[src/pkg/tws_consts.svh]
`ifndef TWS_CONSTS_SVH
`define TWS_CONSTS_SVH
`define TWS_FRAME_BITS 8
`define TWS_BUF_DEPTH 32
`define TWS_DIV_W 4
`define TWS_GAP_W 8
`define TWS_GAP_UNIT 4
`endif

[src/pkg/tws_pkg.sv]
`default_nettype none
package tws_pkg;
   typedef enum logic [3:0] {
      ST_IDLE = 4'b0001,
      ST_LOAD = 4'b0010,
      ST_SHIFT = 4'b0100,
      ST_GAP = 4'b1000
   } tws_state_t;
   typedef struct packed {
      logic port_enable_bit;
      logic auto_transfer_enable;
      logic continuous_transfer_bit;
      logic receive_enable_bit;
      logic transmit_enable_bit;
      logic bit_order_select;
   } tws_mode_t;
   typedef struct packed {
      logic en;
      logic [4:0] addr;
      logic [7:0] data;
   } tws_ram_req_t;
endpackage
`default_nettype wire

[src/rtl/tws_buf_ram.sv]
`timescale 1ns/10ps
`default_nettype none
module tws_buf_ram
   import tws_pkg::*;
#(
   parameter int DEPTH = 32,
   parameter int AW = 5
) (
   input wire logic clk,
   input wire tws_ram_req_t wr_a,
   input wire tws_ram_req_t wr_b,
   input wire logic [AW-1:0] rd_addr_a,
   output logic [7:0] rd_data_a,
   input wire logic [AW-1:0] rd_addr_b,
   output logic [7:0] rd_data_b
);
   logic [7:0] mem [DEPTH];
   initial
   begin
      if (DEPTH != (1 << AW)) $error("depth must match address width");
   end
   // port b (engine) wins on a same-cycle write collision
   always_ff @(posedge clk)
   begin
      if (wr_b.en)
         mem[wr_b.addr[AW-1:0]] <= wr_b.data;
      else if (wr_a.en)
         mem[wr_a.addr[AW-1:0]] <= wr_a.data;
   end
   always_ff @(posedge clk)
   begin
      rd_data_a <= mem[rd_addr_a];
      rd_data_b <= mem[rd_addr_b];
   end
endmodule
`default_nettype wire

[src/rtl/tws_clk_gen.sv]
`timescale 1ns/10ps
`default_nettype none
module tws_clk_gen #(
   parameter int DW = 4
) (
   input wire logic clk,
   input wire logic rstn,
   input wire logic run,
   input wire logic [DW-1:0] div_sel,
   output logic fall_p,
   output logic rise_p,
   output logic sck_r
);
   logic [DW-1:0] cnt_r;
   logic tick;
   initial
   begin
      if (DW < 1 || DW > 16) $error("divisor width out of range");
   end
   assign tick = (cnt_r == div_sel);
   always_ff @(posedge clk or negedge rstn)
   begin
      if (!rstn)
         cnt_r <= '0;
      else if (!run || tick)
         cnt_r <= '0;
      else
         cnt_r <= cnt_r + 1'b1;
   end
   // serial clock idles high and toggles every div_sel+1 cycles
   always_ff @(posedge clk or negedge rstn)
   begin
      if (!rstn)
         sck_r <= 1'b1;
      else if (!run)
         sck_r <= 1'b1;
      else if (tick)
         sck_r <= ~sck_r;
   end
   assign fall_p = run && tick && sck_r;
   assign rise_p = run && tick && !sck_r;
endmodule
`default_nettype wire

[src/rtl/tws_serial_port.sv]
`timescale 1ns/10ps
`default_nettype none
`include "tws_consts.svh"
module tws_serial_port
   import tws_pkg::*;
#(
   parameter int DEPTH = `TWS_BUF_DEPTH,
   parameter int DIV_W = `TWS_DIV_W
) (
   input wire logic clk,
   input wire logic rstn,
   input wire tws_mode_t serial_mode_control,
   input wire logic [DIV_W-1:0] clock_divisor_select,
   input wire logic [4:0] transfer_end_point,
   input wire logic [`TWS_GAP_W-1:0] transfer_interval_setting,
   input wire logic auto_start_trigger,
   input wire logic auto_stop_trigger,
   input wire logic shift_wr,
   input wire logic [7:0] shift_wdata,
   output logic [7:0] shift_rdata,
   input wire tws_ram_req_t cpu_ram_wr,
   input wire logic [4:0] cpu_ram_addr,
   output logic [7:0] cpu_ram_rdata,
   output logic [4:0] transfer_byte_counter,
   output logic transfer_in_progress_flag,
   output logic transfer_complete_irq,
   output logic serial_clock_pin,
   output logic serial_data_out_pin,
   input wire logic serial_data_in_pin
);
   // ****************************************
   // declarations
   // ****************************************
   tws_state_t state_r;
   logic [7:0] sh_r;
   logic [3:0] bit_cnt_r;
   logic auto_r;
   logic stop_req_r;
   logic [4:0] cnt_r;
   logic [`TWS_GAP_W+1:0] gap_r;
   logic si_s1_r, si_s2_r, smp_r;
   logic fall_p, rise_p, sck;
   logic run;
   logic [7:0] ram_rdata;
   tws_ram_req_t eng_wr;
   logic byte_done;
   logic [4:0] eng_rd_addr;
   logic en;
   logic do_single;
   logic do_auto;
   logic [7:0] wr_ord;
   initial
   begin
      if (DEPTH != 32) $error("buffer depth must be 32");
   end
   assign en = serial_mode_control.port_enable_bit;
   // reverse bit order on the bus side only
   function automatic logic [7:0] rev8(input logic [7:0] d);
      logic [7:0] r;
      r = '0;
      for (int i = 0; i < 8; i++)
         r[i] = d[7-i];
      return r;
   endfunction
   assign wr_ord = serial_mode_control.bit_order_select ? rev8(shift_wdata) : shift_wdata;
   // bus view of the shift register, bit order applied on the way out
   always_ff @(posedge clk or negedge rstn)
   begin
      if (!rstn)
         shift_rdata <= '0;
      else
         shift_rdata <= serial_mode_control.bit_order_select ? rev8(sh_r) : sh_r;
   end
   // ****************************************
   // submodules
   // ****************************************
   assign run = (state_r == ST_SHIFT);
   tws_clk_gen #(.DW(DIV_W)) u_clk (
      .clk(clk),
      .rstn(rstn),
      .run(run),
      .div_sel(clock_divisor_select),
      .fall_p(fall_p),
      .rise_p(rise_p),
      .sck_r(sck)
   );
   tws_buf_ram #(.DEPTH(DEPTH), .AW(5)) u_ram (
      .clk(clk),
      .wr_a(cpu_ram_wr),
      .wr_b(eng_wr),
      .rd_addr_a(cpu_ram_addr),
      .rd_data_a(cpu_ram_rdata),
      .rd_addr_b(eng_rd_addr),
      .rd_data_b(ram_rdata)
   );
   // ****************************************
   // input synchroniser
   // ****************************************
   always_ff @(posedge clk or negedge rstn)
   begin
      if (!rstn)
      begin
         si_s1_r <= 1'b0;
         si_s2_r <= 1'b0;
      end
      else
      begin
         si_s1_r <= serial_data_in_pin;
         si_s2_r <= si_s1_r;
      end
   end
   // ****************************************
   // sequencer
   // ****************************************
   assign byte_done = rise_p && (bit_cnt_r == 4'd7);
   // idle reads entry 0 so the first load after a start sees the first byte
   assign eng_rd_addr = (state_r == ST_IDLE) ? 5'd0 : cnt_r;
   assign do_single = shift_wr && en && !serial_mode_control.auto_transfer_enable
      && (state_r == ST_IDLE);
   assign do_auto = auto_start_trigger && en && serial_mode_control.auto_transfer_enable
      && (state_r == ST_IDLE);
   assign eng_wr.en = byte_done && auto_r && serial_mode_control.receive_enable_bit;
   assign eng_wr.addr = cnt_r;
   assign eng_wr.data = {sh_r[6:0], smp_r};
   always_ff @(posedge clk or negedge rstn)
   begin
      if (!rstn)
      begin
         state_r <= ST_IDLE;
         auto_r <= 1'b0;
         cnt_r <= '0;
         gap_r <= '0;
         transfer_complete_irq <= 1'b0;
      end
      else if (!en)
      begin
         // disable aborts silently, counter kept for progress
         state_r <= ST_IDLE;
         auto_r <= 1'b0;
         transfer_complete_irq <= 1'b0;
      end
      else
      begin
         transfer_complete_irq <= 1'b0;
         case (state_r)
            ST_IDLE:
            begin
               if (do_auto)
               begin
                  auto_r <= 1'b1;
                  cnt_r <= '0;
                  state_r <= ST_LOAD;
               end
               else if (do_single)
               begin
                  auto_r <= 1'b0;
                  state_r <= ST_SHIFT;
               end
            end
            ST_LOAD:
               state_r <= ST_SHIFT;
            ST_SHIFT:
            begin
               if (byte_done)
               begin
                  if (!auto_r)
                  begin
                     state_r <= ST_IDLE;
                     transfer_complete_irq <= 1'b1;
                  end
                  else if (stop_req_r || (cnt_r == transfer_end_point
                           && !serial_mode_control.continuous_transfer_bit))
                  begin
                     state_r <= ST_IDLE;
                     auto_r <= 1'b0;
                     transfer_complete_irq <= 1'b1;
                     if (!stop_req_r)
                        cnt_r <= cnt_r + 5'd1;
                  end
                  else
                  begin
                     cnt_r <= (cnt_r == transfer_end_point) ? 5'd0 : cnt_r + 5'd1;
                     gap_r <= {transfer_interval_setting, 2'b00};
                     state_r <= ST_GAP;
                  end
               end
            end
            ST_GAP:
            begin
               if (gap_r == '0)
                  state_r <= ST_LOAD;
               else
                  gap_r <= gap_r - 1'b1;
            end
            default:
               state_r <= ST_IDLE;
         endcase
      end
   end
   // stop request held until the current byte ends
   always_ff @(posedge clk or negedge rstn)
   begin
      if (!rstn)
         stop_req_r <= 1'b0;
      else if (!auto_r || state_r == ST_IDLE)
         stop_req_r <= 1'b0;
      else if (auto_stop_trigger)
         stop_req_r <= 1'b1;
   end
   // ****************************************
   // shift path
   // ****************************************
   always_ff @(posedge clk or negedge rstn)
   begin
      if (!rstn)
      begin
         sh_r <= '0;
         bit_cnt_r <= '0;
         smp_r <= 1'b0;
         serial_data_out_pin <= 1'b1;
      end
      else
      begin
         if (do_single)
         begin
            sh_r <= wr_ord;
            bit_cnt_r <= '0;
         end
         else if (state_r == ST_LOAD)
         begin
            sh_r <= serial_mode_control.transmit_enable_bit ? ram_rdata : 8'hff;
            bit_cnt_r <= '0;
         end
         else if (fall_p)
         begin
            serial_data_out_pin <= sh_r[7];
            smp_r <= si_s2_r;
         end
         else if (rise_p)
         begin
            sh_r <= {sh_r[6:0], smp_r};
            bit_cnt_r <= bit_cnt_r + 4'd1;
         end
      end
   end
   assign serial_clock_pin = sck;
   assign transfer_in_progress_flag = (state_r != ST_IDLE);
   assign transfer_byte_counter = cnt_r;
   // ****************************************
   // checks
   // ****************************************
   single_stop_a: assert property (@(posedge clk) disable iff (!rstn)
      (byte_done && !auto_r && en) |=> (transfer_complete_irq && !transfer_in_progress_flag))
      else $error("single byte did not finish");
   no_start_dis_a: assert property (@(posedge clk) disable iff (!rstn)
      (state_r == ST_IDLE && !en) |=> (state_r == ST_IDLE))
      else $error("started while disabled");
   idle_high_a: assert property (@(posedge clk) disable iff (!rstn)
      (state_r != ST_SHIFT) |=> serial_clock_pin)
      else $error("serial clock not idle high");
   dis_no_irq_a: assert property (@(posedge clk) disable iff (!rstn)
      !en |=> !transfer_complete_irq)
      else $error("complete raised on disable");
   eight_bits_a: assert property (@(posedge clk) disable iff (!rstn)
      run |-> (bit_cnt_r < 4'd8))
      else $error("frame exceeded eight bits");
   cont_wrap_a: assert property (@(posedge clk) disable iff (!rstn)
      (byte_done && auto_r && en && !stop_req_r && serial_mode_control.continuous_transfer_bit
       && cnt_r == transfer_end_point) |=> (cnt_r == 5'd0))
      else $error("counter did not wrap");
   auto_wr_a: assert property (@(posedge clk) disable iff (!rstn)
      (byte_done && auto_r && serial_mode_control.receive_enable_bit) |-> eng_wr.en)
      else $error("received byte not stored");
   stop_end_a: assert property (@(posedge clk) disable iff (!rstn)
      (byte_done && auto_r && stop_req_r && en) |=> (state_r == ST_IDLE && transfer_complete_irq))
      else $error("stop trigger not honoured");
endmodule
`default_nettype wire

[config.mk]
export PLATFORM = sky130hd
export DESIGN_NAME = tws_serial_port
export DESIGN_NICKNAME = d
export VERILOG_FILES = /design/src/pkg/tws_pkg.sv /design/src/rtl/tws_buf_ram.sv /design/src/rtl/tws_clk_gen.sv /design/src/rtl/tws_serial_port.sv
export VERILOG_INCLUDE_DIRS = /design/src /design/src/pkg
export SDC_FILE = /design/constraint.sdc
export NUM_CORES = 1
export LEC_CHECK = 0
export CORE_AREA = 2 2 215 175
export DETAILED_ROUTE_END_ITERATION = 6
export DIE_AREA = 0 0 217 177
export DONT_BUFFER_PORTS = 1
export PLACE_DENSITY = 0.6
export SLEW_MARGIN = 20
export SYNTH_ARGS = -nofsm -noshare
export SYNTH_HDL_FRONTEND = slang
export SYNTH_SLANG_ARGS = --single-unit
[constraint.sdc]
create_clock -name clk -period 3.3 [get_ports clk]
set_clock_uncertainty 0.2 [all_clocks]
set_input_delay 0.33 -clock clk [delete_from_list [all_inputs] [get_ports clk]]
set_output_delay 0.33 -clock clk [all_outputs]
set_load 0.01 [all_outputs]
Yosys cells after proc, flatten, opt, wreduce, memory -nomap -nowiden
Memory sizes are Yosys's and may differ from the RTL's. A register that Yosys moved wholly into a read port is not among the register bits.
Index checks and enable logic that the tools add are counted.

operators by class
  bitwise gates (word level) = 3
  muxes and demuxes = 57
  eq/ne operators = 20
  reduce and logical (&&, ||, !) cells = 33
  add/sub/neg operators = 4

operators with widths
  cell                   number
  $mux 8                 8
  $mux 4                 12
  $mux 10                4
  $mux 5                 8
  $mux 1                 21
  $pmux 10 s2            1
  $pmux 4 s4             1
  $logic_and 1x1->1      13
  $ne 2x2->1 const B     6
  $reduce_and 6->1       2
  $logic_not 10->1       1
  $pmux 5 s2             1
  $sub 10x1->10 const B  1
  $ne 3x3->1 const B     3
  $reduce_and 3->1       3
  $add 4x1->4 const B    2
  $eq 4x3->1 const B     2
  $reduce_or 8->1        1
  $ne 3x1->1 const B     2
  $reduce_bool 2->1      3
  $add 5x1->5 const B    1
  $eq 5x5->1             1
  $logic_not 1->1        5
  $eq 4x1->1 const B     1
  10 further kinds       14

storage, ports and cells
  flip-flop bits (word level) = 51
  output and inout port bits = 25
  input bits = 56
  RAM bits = 256
  memories kept = 1

memories
  memory     words  width  rd ports  clocked after memory_dff  write ports  RTL line           RTL
  u_ram.mem  32     8      2         2                         1            tws_buf_ram.sv:17  logic [7:0] mem [DEPTH];

Longest topological paths before layout
Gate-level depths: netlist (run 1).

  word-level depth = 10
  gate-level depth with buffers = 9
  depth with buffers taken out = 7

Modules after synthesis
Synthesis (run 1) repeated with hierarchy kept, for this count alone.

second synthesis, totals
  cells, all modules = 831
  area total of the unflattened synthesis = 15411.0 um^2

modules (own cells, without submodules)
  module           area each (um^2)  times used  cells an instance
  tws_buf_ram      12459.4           1           553
  tws_serial_port  2658.8            1           255
  tws_clk_gen      292.8             1           23

Worst setup path before layout (run 1)
Ideal clock, no wire load.

  path kind = flip-flop to flip-flop
  start = register state_r[3]
  end = memory u_ram.mem[30][0], enable pin
  arrival time = 2290 ps
  path buffers = 1
  setup slack = 439 ps
  library setup time = 370 ps
  clock period less this slack = 2861 ps
  stages on the path, launching flop included = 6
  cell sequence = dfrtp_1 > buf_2 > or4b_1 > o31ai_4 > mux2_2 > nor2_1

between the ends
  longest elaborated chain between the ends = 10

RTL lines
  element                                            RTL line                RTL
  start, declared                                    tws_serial_port.sv:34   tws_state_t state_r;
  start signal, assigned                             tws_serial_port.sv:129  state_r <= ST_IDLE;
  start signal, assigned                             tws_serial_port.sv:138  state_r <= ST_IDLE;
  start signal, assigned                             tws_serial_port.sv:152  state_r <= ST_LOAD;
  $eq 4x3->1 (*)                                     tws_serial_port.sv:77   assign run = (state_r == ST_SHIFT);
  $logic_and 1x1->1 (*) (2 in series)                tws_clk_gen.sv:41       assign rise_p = run && tick && !sck_r;
  $logic_and 1x1->1 (*)                              tws_serial_port.sv:115  assign byte_done = rise_p && (bit_cnt_r == 4'd7);
  $logic_and 1x1->1 (*) (2 in series)                tws_serial_port.sv:122  assign eng_wr.en = byte_done && auto_r && serial_mode_control.receive_enable_bit;
  $mux 1                                             tws_buf_ram.sv:25       if (wr_b.en)
  $mux 1 (not written as such)                       tws_buf_ram.sv:28       mem[wr_a.addr[AW-1:0]] <= wr_a.data;
  $reduce_or 8->1 (no line)                          n/a
  $mux 5 (no line) / $mux 1 (equally long branches)  n/a
  end, declared                                      tws_buf_ram.sv:17

Every way passes the cells marked *; elsewhere a longest branch is shown, timed or not.

Worst setup path in the final report (run 1)
  start = register state_r[0]
  end = memory u_ram.mem[17][0], enable pin

The elaborated chain is that of the path after synthesis.

==> flow_summary.yaml, run 1 <==
setup_path:
  crit_path_top_delay_cell: "nor2_1"
  worst_r2r_endpoint: "u_ram.mem[17][0]$_DFFE_PP_"
  regToRegStartpoint: "state_r[0]$_DFFE_PN1P_"
  crit_family: "simple AND/OR/NAND/NOR gates"
  cp.required_ps: 3250
  cp_num_buf_inv: 1
  cp_max_fo: 16
  r2r_setup_slack_ps: 190
  path_class: "flip-flop to flip-flop"
  crit_path_end_kind: "flip-flop"
  worst_setup_path_start_kind: "flip-flop"
  path_cells: "or4b_1 > o31ai_4 > buf_12 > mux2i_1 > nor2_1"
  startpoint: "state_r[0]$_DFFE_PN1P_"
  worstPathArrival_ps: 3060
  worst_path_largest_cell_delay_ps: 740
  reg2regPathDepth: 5
yosys:
  synth_top_area_share_pct: 47.7
  synth_ff_type: "edfxtp_1"
  yosysSeqAreaShare_pct: 57.6
  yosys_register_bits: 323
  synth-edff-count: 256
  syn_area_per_cell_sq_um: 14.1
  async_flop_share_pct: 15.8
  yosysWarnings: 0
  syn_area_sq_um: 16100
  yosysTopAreaCell: "edfxtp_1"
  yosys-top-cells-area: "edfxtp_1, mux4_2, dfrtp_1, mux2i_1, mux2_2"
  synthCells: 1146
  ys_types: 63
  syn_nets: 1206
routing:
  drt_iter0_markers: 1605
  finalWirelength_um: 48200
  viasPerCell: 6.33
  antenna_left: 0
  dr_total_vias: 10900
  wl_per_cell_um: 28.1
  firstDrtPassIters: 5
  drc_errors: 0
grt:
  grt_pass1_wl_um: 70500
  grt_usage_pct: 25.1
  grt_max_degree: 65
  grt_overflow: 0
  first_global_vias: 10400
  antenna_found_initial: 0
floorplanning:
  coreArea_sq_um: 36400
  dieWidth_um: 217
  start_util_pct: 44.2
  io_pins: 81
  rows: 63
  die_area_sq_um: 38400
  dieHeight_um: 177
timing:
  worstMarginPinSlew_ps: 1110
  rsz0062_at_grt: "false"
  finalSetupViolCount: 0
  slew-limit-headroom_pct: 25.5
  slew_viol_final: 0
  period_minus_slack_ps: 3110
  hold_viol_final: 0
  fin_tns_setup_ps: 0
  period_share_pct: 94.2
  max_freq_mhz: 322
pwr:
  cellLeakagePower_nw: 6.19
  powerDensity_nw_per_um2: 565
  power_mw: 10.4
  peakVddDrop_mv: 0.374
place:
  hpwl_um: 33300
  place_inst: 1611
  gp_congestion: 0.949
  io_buffers: 0
clock_tree:
  clockBufferDepth: 3
  path_clk_slew_ps: 60
  clk_latency_ps: 550
  cts.sinks: 323
  numCtsBuffers: 36
  htreeDepth: 2
  cts_tree: "yes"
  cts_root_buf: "clkbuf_16"
  cts_resized: 0
job:
  maxCapViolations: 0
final_layout:
  nets: 1264
  final_common_cell: "edfxtp_1"
  synthToLayoutAreaGrowth_pct: 14.3
  mostFrequentLayoutCells: "edfxtp_1, nor2_1, mux2i_1"
  diodes: 0
  stdcell_count: 1717
  layout-drive-gt1-share_pct: 20.7
hold_path:
  hold_end: "u_ram.rd_data_a[6]$_DFF_P_"
  whs_path_depth: 2
  hold_start: "cpu_ram_addr[2]"
  hold_path_class: "input pin to flip-flop"
outcome:
  status: "finished clean"
[what timing repair did]
| item | CTS | global route |
|---|---|---|
| hold buffers | 42 | 0 |
| endpoints found under the hold margin | 94 | 0 |
| buffers inserted | 0 | 0 |
[logic make-up after synthesis]
group	after synthesis	synth area share (%)
DFF	323	57.6
and+or+nand+nor	280	9.33
muxes	225	21.2
AOI/OAI and AO/OA	178	7.48
buffers and inverters	120	3.19
xor gates and xnor gates	16	0.870
adders and majority gates	4	0.311
[synthesized netlist by cell type (all sizes together) (25+ instances only)]
master,number
mux4,88
nor3,57
buf,57
o21ai,43
clkbuf,25
mux2,46
inv,38
nor2,92
dfrtp,48
edfxtp,256
mux2i,91
[metal layers]
layer | part of all wire (%) | vias up | global-route usage [%]
met4 | 1.9 | 0 | 5.45
met5 | 0 | - | 0
li1 | - | 4644 | -
met3 | 12 | 51 | 7.78
met2 | 42 | 598 | 34.6
met1 | 44 | 5583 | 38.7
[worst max-delay path by stage]
stage	depth (start not counted)	slack, ps	end
3_3_place_gp	5	310	u_ram.mem[17][1]$_DFFE_PP_
6_report	5	190	u_ram.mem[17][0]$_DFFE_PP_
2_1_floorplan	5	440	u_ram.mem[30][0]$_DFFE_PP_
4_1_cts	8	200	sh_r[6]$_DFFE_PN0P_
5_1_grt	8	10	sh_r[6]$_DFFE_PN0P_
3_5_place_dp	6	270	u_ram.mem[9][2]$_DFFE_PP_
[report_power, final]
part	switching [mW]	internal, mW
clock	1.64	2.24
combinational	1.04	0.581
sequential	0.140	4.77
total	2.82	7.59
[registers in the layout (all words and copies together), names as in the netlist, 4 cells and up]
signal                 cells
gap_r                     10
u_ram.rd_data_a            8
u_clk.cnt_r                4
u_ram.mem                256
sh_r                       8
transfer_byte_counter      5
state_r                    4
u_ram.rd_data_b            8
shift_rdata                8
bit_cnt_r                  4
[area by class of cell]
class | count | area, sq um
timing repair buffer | 102 | 938
inverter | 38 | 143
tap | 487 | 609
fill | 3078 | 18000
sequential | 323 | 9290
multi-input combinational | 703 | 6310
clock inverter | 14 | 148
clock buffer | 50 | 973
[metrics by stage]
step                setup WS, ps  hold slack [ps]  cell area [sq um]  util [%]
floorplan                    439             -166              16100         -
global placement             313             -164              16900      46.3
detailed placement           268             -164              16900      46.3
CTS                          202             8.77              18400      50.6
global route                13.7             23.0              18400      50.6
finish                       193             19.2              18400      50.6
(Power assumes the default switching activity.)
==> run 2, diff against run 1 <==
==> constraint.sdc (replaced) <==
create_clock -name clk -period 3.3 [get_ports clk]
set_clock_uncertainty 0.2 [all_clocks]
set_input_delay 0.66 -clock clk [delete_from_list [all_inputs] [get_ports clk]]
set_output_delay 0.66 -clock clk [all_outputs]
set_load 0.01 [all_outputs]
==> run 2 against run 1 <==
Combinational power decreased by 5%. Clock-buffer cell count is 4 higher. Sequential cell count unchanged. Critical path depth unchanged. Die area unchanged. First-iteration DRC count decreased by 24%. Wire length is 2.1% lower. Critical path type unchanged. Highest routed layer is now met5.
==> flow_summary.yaml, run 2 (synthesis gave the netlist of run 1 again) <==
final_layout:
  mostFrequentLayoutCells: "edfxtp_1, mux2i_1, mux4_2, nor2_1, buf_4"
  stdcell_count: 1684
  final_common_cell: "edfxtp_1"
  synthToLayoutAreaGrowth_pct: 12.6
  finish.utilization_pct: 49.8
  largest_reg_flops: 256
  n_fill_cell: 3138
  nets: 1228
  layout-drive-gt1-share_pct: 22.4
place:
  hpwl_um: 33400
  place_inst: 1614
  io_buffers: 0
  gp_congestion: 0.993
hold_path:
  whs_path_depth: 2
  hold_start: "serial_mode_control[5]"
  hold_path_class: "input pin to flip-flop"
  hold_end: "transfer_complete_irq$_DFF_PN0_"
grt:
  grt_overflow: 0
  grt_usage_pct: 24.9
  antenna_found_initial: 2
  grt_max_degree: 65
  first_global_vias: 10100
  grt_pass1_wl_um: 69400
setup_path:
  cp.required_ps: 3260
  regToRegStartpoint: "state_r[0]$_DFFE_PN1P_"
  worstPathArrival_ps: 3220
  crit_path_end_kind: "flip-flop"
  r2r_setup_slack_ps: 40
  crit_path_top_delay_cell: "or4b_1"
  worst_setup_path_start_kind: "flip-flop"
  worst_path_largest_cell_delay_ps: 640
  worst_r2r_endpoint: "u_ram.mem[17][4]$_DFFE_PP_"
  cp_max_fo: 8
  reg2regPathDepth: 5
  path_class: "flip-flop to flip-flop"
  path_cells: "or4b_1 > o31ai_4 > buf_4 > mux2i_1 > nor2_1"
pwr:
  powerDensity_nw_per_um2: 578
  cellLeakagePower_nw: 6.10
  peakVddDrop_mv: 0.481
timing:
  period_share_pct: 98.7
  worstMarginPinSlew_ps: 1010
  fin_tns_setup_ps: 0
  slew_viol_final: 0
  period_minus_slack_ps: 3260
  whs_ps: 71.8
  finalSetupViolCount: 0
  slew-limit-headroom_pct: 32.4
  max_freq_mhz: 307
  rsz0062_at_grt: "true"
  hold_viol_final: 0
floorplanning:
  die_area_sq_um: 38400
  dieHeight_um: 177
  start_util_pct: 44.2
  dieWidth_um: 217
  io_pins: 81
  coreArea_sq_um: 36400
  rows: 63
routing:
  viasPerCell: 6.30
  dr_total_vias: 10600
  drt_iter0_markers: 1222
  firstDrtPassIters: 5
  antenna_left: 0
  drc_errors: 0
  finalWirelength_um: 47200
  wl_per_cell_um: 28.0
clock_tree:
  cts_root_buf: "clkbuf_16"
  clockBufferDepth: 3
  path_clk_slew_ps: 60
  post-cts-setup-buffers: 0
  cts.sinks: 323
  cts_tree: "yes"
  numCtsBuffers: 36
  htreeDepth: 2
  clk_latency_ps: 540
job:
  maxCapViolations: 0
outcome:
  status: "finished clean"
-- run 2: worst max path at each step --
stage	startpoint	slack (ps)	cells past startpoint	to
2_1_floorplan	cpu_ram_addr[0]	300	5	u_ram.rd_data_a[0]$_DFF_P_
3_3_place_gp	clock_divisor_select[3]	30	6	u_ram.mem[17][0]$_DFFE_PP_
3_5_place_dp	clock_divisor_select[3]	3	6	u_ram.mem[9][3]$_DFFE_PP_
4_1_cts	state_r[0]$_DFFE_PN1P_	70	5	u_ram.mem[16][4]$_DFFE_PP_
5_1_grt	bit_cnt_r[0]$_DFFE_PN0P_	-60	7	u_ram.mem[17][4]$_DFFE_PP_
6_report	state_r[0]$_DFFE_PN1P_	40	5	u_ram.mem[17][4]$_DFFE_PP_
-- run 2: report_power, final --
group          internal [mW]  leakage [nW]  switching, mW
registers               4.76          3.15          0.153
logic                  0.529          2.36           1.01
clock network           2.41         0.587           1.63
total                   7.70          6.10           2.79
-- run 2: per-layer routing --
metal	share of wire [%]	track usage, %
met1	45	38.4
met2	41	34.2
met3	11	6.25
met4	2.8	7.76
met5	0.028	0
-- run 2: per-stage QoR --
stage                     instance area, sq um  power [mW]  setup WS, ps
after floorplan                          16100        5.91           299
after global placement                   16900        6.48          31.7
final                                    18100        10.5          44.2
after CTS                                18100        10.5          66.4
after global routing                     18100        10.9         -64.4
after detailed placement                 16900        6.50          3.10
-- run 2: what timing repair did --
item / in CTS / in global routing
endpoints found under the hold margin: 52 / 0
resized for setup: 0 / 10
hold buffers: 3 / 0
endpoints found under the setup margin: 0 / 134
-- run 2: final cells by class --
cell class | count | area, sq um | area share (%)
flip-flops and latches | 323 | 9290 | 51.2
repair buffers | 66 | 558 | 3.08
multi-input cells | 703 | 6340 | 35.0
clock buffers | 54 | 1070 | 5.91
well taps | 487 | 609 | 3.36
clock inverters | 12 | 119 | 0.655
diodes | 1 | 2.50 | 0.0138
inverters | 38 | 143 | 0.786
-- run 2: worst max-delay path, delay by kind of cell, from the launching register on --
family | cells | cell delay [ps]
buffers and inverters | 1 | 240
muxes | 1 | 200
and+or+nand+nor | 2 | 1250
AOI/OAI and AO/OA | 1 | 590
DFF | 1 | 400
==> run 3, diff against run 2 <==
Settings changed: ABC_AREA set to 1, CORE_AREA 2 2 215 175 to 2 2 222 180, DIE_AREA 0 0 217 177 to 0 0 224 182, SYNTH_HIERARCHICAL set to 1.
==> run 3 against run 2 <==
Critical path type unchanged. First-iteration DRC count increased by 76%. Clock-buffer cell count decreased by 10. Die area increased by 6.1%. Wire length increased by 14%. Setup slack improved by 160 ps. Sequential cell count unchanged. Combinational power increased by 110%. Critical path depth increased by 12.
==> flow_summary.yaml, run 3 <==
setup_path:
  crit_family: "simple AND/OR/NAND/NOR gates"
  path_cells: "nor2_4 > nand3_2 > inv_2 > nand3_1 > nor2_2 > inv_1 > nor2_1 > nand3_1 > nor2_2 > inv_1 > nand2_4 > nand2_1 > o21ai_1 > nand3_1 > buf_4 > nor2_1 > buf_6"
  worstPathArrival_ps: 3140
  cp_common_cell: "nand3_1"
  cp_max_fo: 8
  worst_setup_path_start_kind: "flip-flop"
  cp_num_buf_inv: 5
  regToRegStartpoint: "state_r[1]$_DFFE_PN0P_"
  worst_path_largest_cell_delay_ps: 420
  worst_r2r_endpoint: "u_ram/mem[30][2]$_DFFE_PP_"
  crit_path_end_kind: "flip-flop"
  crit_path_top_delay_cell: "dfrtp_1"
  cp.required_ps: 3340
  r2r_setup_slack_ps: 200
  path_class: "flip-flop to flip-flop"
  reg2regPathDepth: 17
floorplanning:
  dieHeight_um: 182
  dieWidth_um: 224
  rows: 65
  io_pins: 81
  coreArea_sq_um: 38800
  die_area_sq_um: 40800
  start_util_pct: 44.1
routing:
  drc_errors: 0
  drt_iter0_markers: 2156
  firstDrtPassIters: 6
  antenna_left: 0
  dr_total_vias: 14300
  viasPerCell: 5.66
  finalWirelength_um: 53800
  wl_per_cell_um: 21.2
yosys:
  syn_nets: 2075
  yosysSeqAreaShare_pct: 54.3
  synthCells: 2014
  yosysMostFrequentCell: "nand2_1"
  syn_area_per_cell_sq_um: 8.50
  ys_types: 43
  yosys_register_bits: 323
  synth_top_area_share_pct: 44.9
  syn_area_sq_um: 17100
  synth_ff_type: "edfxtp_1"
  synth-edff-count: 256
  synthTopCellsByCount: "nand2_1, nand3_1, edfxtp_1"
  async_flop_share_pct: 15.8
  yosys-top-cells-area: "edfxtp_1, nand2_1, nand3_1, dfrtp_1, buf_6"
  yosysWarnings: 6
  yosysTopAreaCell: "edfxtp_1"
grt:
  grt_usage_pct: 26.2
  grt_overflow: 0
  first_global_vias: 13000
  antenna_found_initial: 1
  grt_busiest_layer: "met1"
  grt_max_degree: 130
  use_met3_pct: 5.95
  grt_pass1_wl_um: 80600
  met1_usage_pct: 39.3
  met2_usage_pct: 37.9
final_layout:
  mostFrequentLayoutCells: "nand2_1, nand3_1, edfxtp_1"
  largest_reg_flops: 256
  nets: 2067
  stdcell_count: 2537
  final_cell_area_sq_um: 19000
  layout-drive-gt1-share_pct: 10.9
  final_common_cell: "nand2_1"
  diodes: 0
  synthToLayoutAreaGrowth_pct: 11.2
pwr:
  cellLeakagePower_nw: 8.00
  powerDensity_nw_per_um2: 679
  peakVddDrop_mv: 0.306
  power_mw: 12.9
place:
  gp_congestion: 0.927
  io_buffers: 0
  place_inst: 2461
  dpl_cell_area_sq_um: 17500
  hpwl_um: 33800
  pre_cts_slack_ps: -212
timing:
  slew_viol_final: 0
  max_freq_mhz: 323
  fin_tns_setup_ps: 0
  period_share_pct: 93.9
  fin_ws_ps: 203
  hold_viol_final: 0
  worstMarginPinSlew_ps: 995
  period_minus_slack_ps: 3100
  slew-limit-headroom_pct: 33.7
  finalSetupViolCount: 0
hold_path:
  hold_path_class: "input pin to flip-flop"
  whs_path_depth: 1
  hold_end: "shift_rdata[0]$_DFF_PN0_"
  hold_start: "serial_mode_control[0]"
job:
  maxCapViolations: 0
clock_tree:
  path_clk_slew_ps: 60
  htreeDepth: 2
  clockBufferDepth: 3
  clk_latency_ps: 540
  cts_root_buf: "clkbuf_16"
  cts_tree: "yes"
  cts.sinks: 323
  numCtsBuffers: 37
outcome:
  status: "finished clean"
run 3: through the flow:
| stage | hold slack, ps | utilization (%) |
|---|---|---|
| 2_1_floorplan | 131 | - |
| 3_3_place_gp | 158 | 45.1 |
| 3_5_place_dp | 147 | 45.1 |
| 4_1_cts | 21.0 | 48.7 |
| 5_1_grt | 26.6 | 49.1 |
| 6_report | 35.7 | 49.1 |
run 3: area by class of cell:
class / instances / area (sq um)
timing repair buffer: 72 / 774
tap: 502 / 628
clock buffer: 44 / 1010
inverter: 86 / 333
sequential: 323 / 9290
clock inverter: 24 / 329
multi-input combinational: 1486 / 6660
fill: 3527 / 19800
run 3: how the worst max path moves through the flow:
stage | start | end | cells past startpoint
after floorplan | clock_divisor_select[1] | u_ram/mem[4][0]$_DFFE_PP_ | 19
final | state_r[1]$_DFFE_PN0P_ | u_ram/mem[30][2]$_DFFE_PP_ | 17
after global placement | clock_divisor_select[1] | u_ram/mem[16][1]$_DFFE_PP_ | 17
after CTS | state_r[1]$_DFFE_PN0P_ | u_ram/mem[15][2]$_DFFE_PP_ | 17
after global routing | u_clk/cnt_r[1]$_DFF_PN0_ | u_ram/mem[13][7]$_DFFE_PP_ | 20
after detailed placement | clock_divisor_select[1] | u_ram/mem[18][3]$_DFFE_PP_ | 16
run 3: metal layers:
layer  wire length, um  share of wire, %  vias to the layer above
li1                  -                 -                     6675
met1             23400                43                     6736
met2             23000                43                      827
met3              6120                11                      109
met4              1290               2.4                        2
met5                16             0.030                        -
run 3: kinds of logic after synthesis:
group	count (synthesis)	synth area share [%]
multiplexers	16	1.00
AO/OA/AOI/OAI	54	1.91
XOR/XNOR	7	0.358
buffers and inverters	206	7.36
flip-flops	323	54.3
AND/OR/NAND/NOR	1403	34.7
adder cells (fa/ha/maj)	5	0.366
run 3: report_power, final:
group / internal, mW / total, mW / leakage (nW) / switching, mW
Sequential: 4.90 / 5.17 / 3.14 / 0.267
Clock: 2.83 / 4.51 / 0.659 / 1.69
Combinational: 0.941 / 3.23 / 4.21 / 2.29
run 3: repair_timing:
action                                 in CTS  in global routing
setup buffers                               0                  4
gates cloned                                0                  1
resized for setup                           4                 34
setup endpoints to repair                  32                256
hold buffers                                3                  0
endpoints found under the hold margin      52                  0
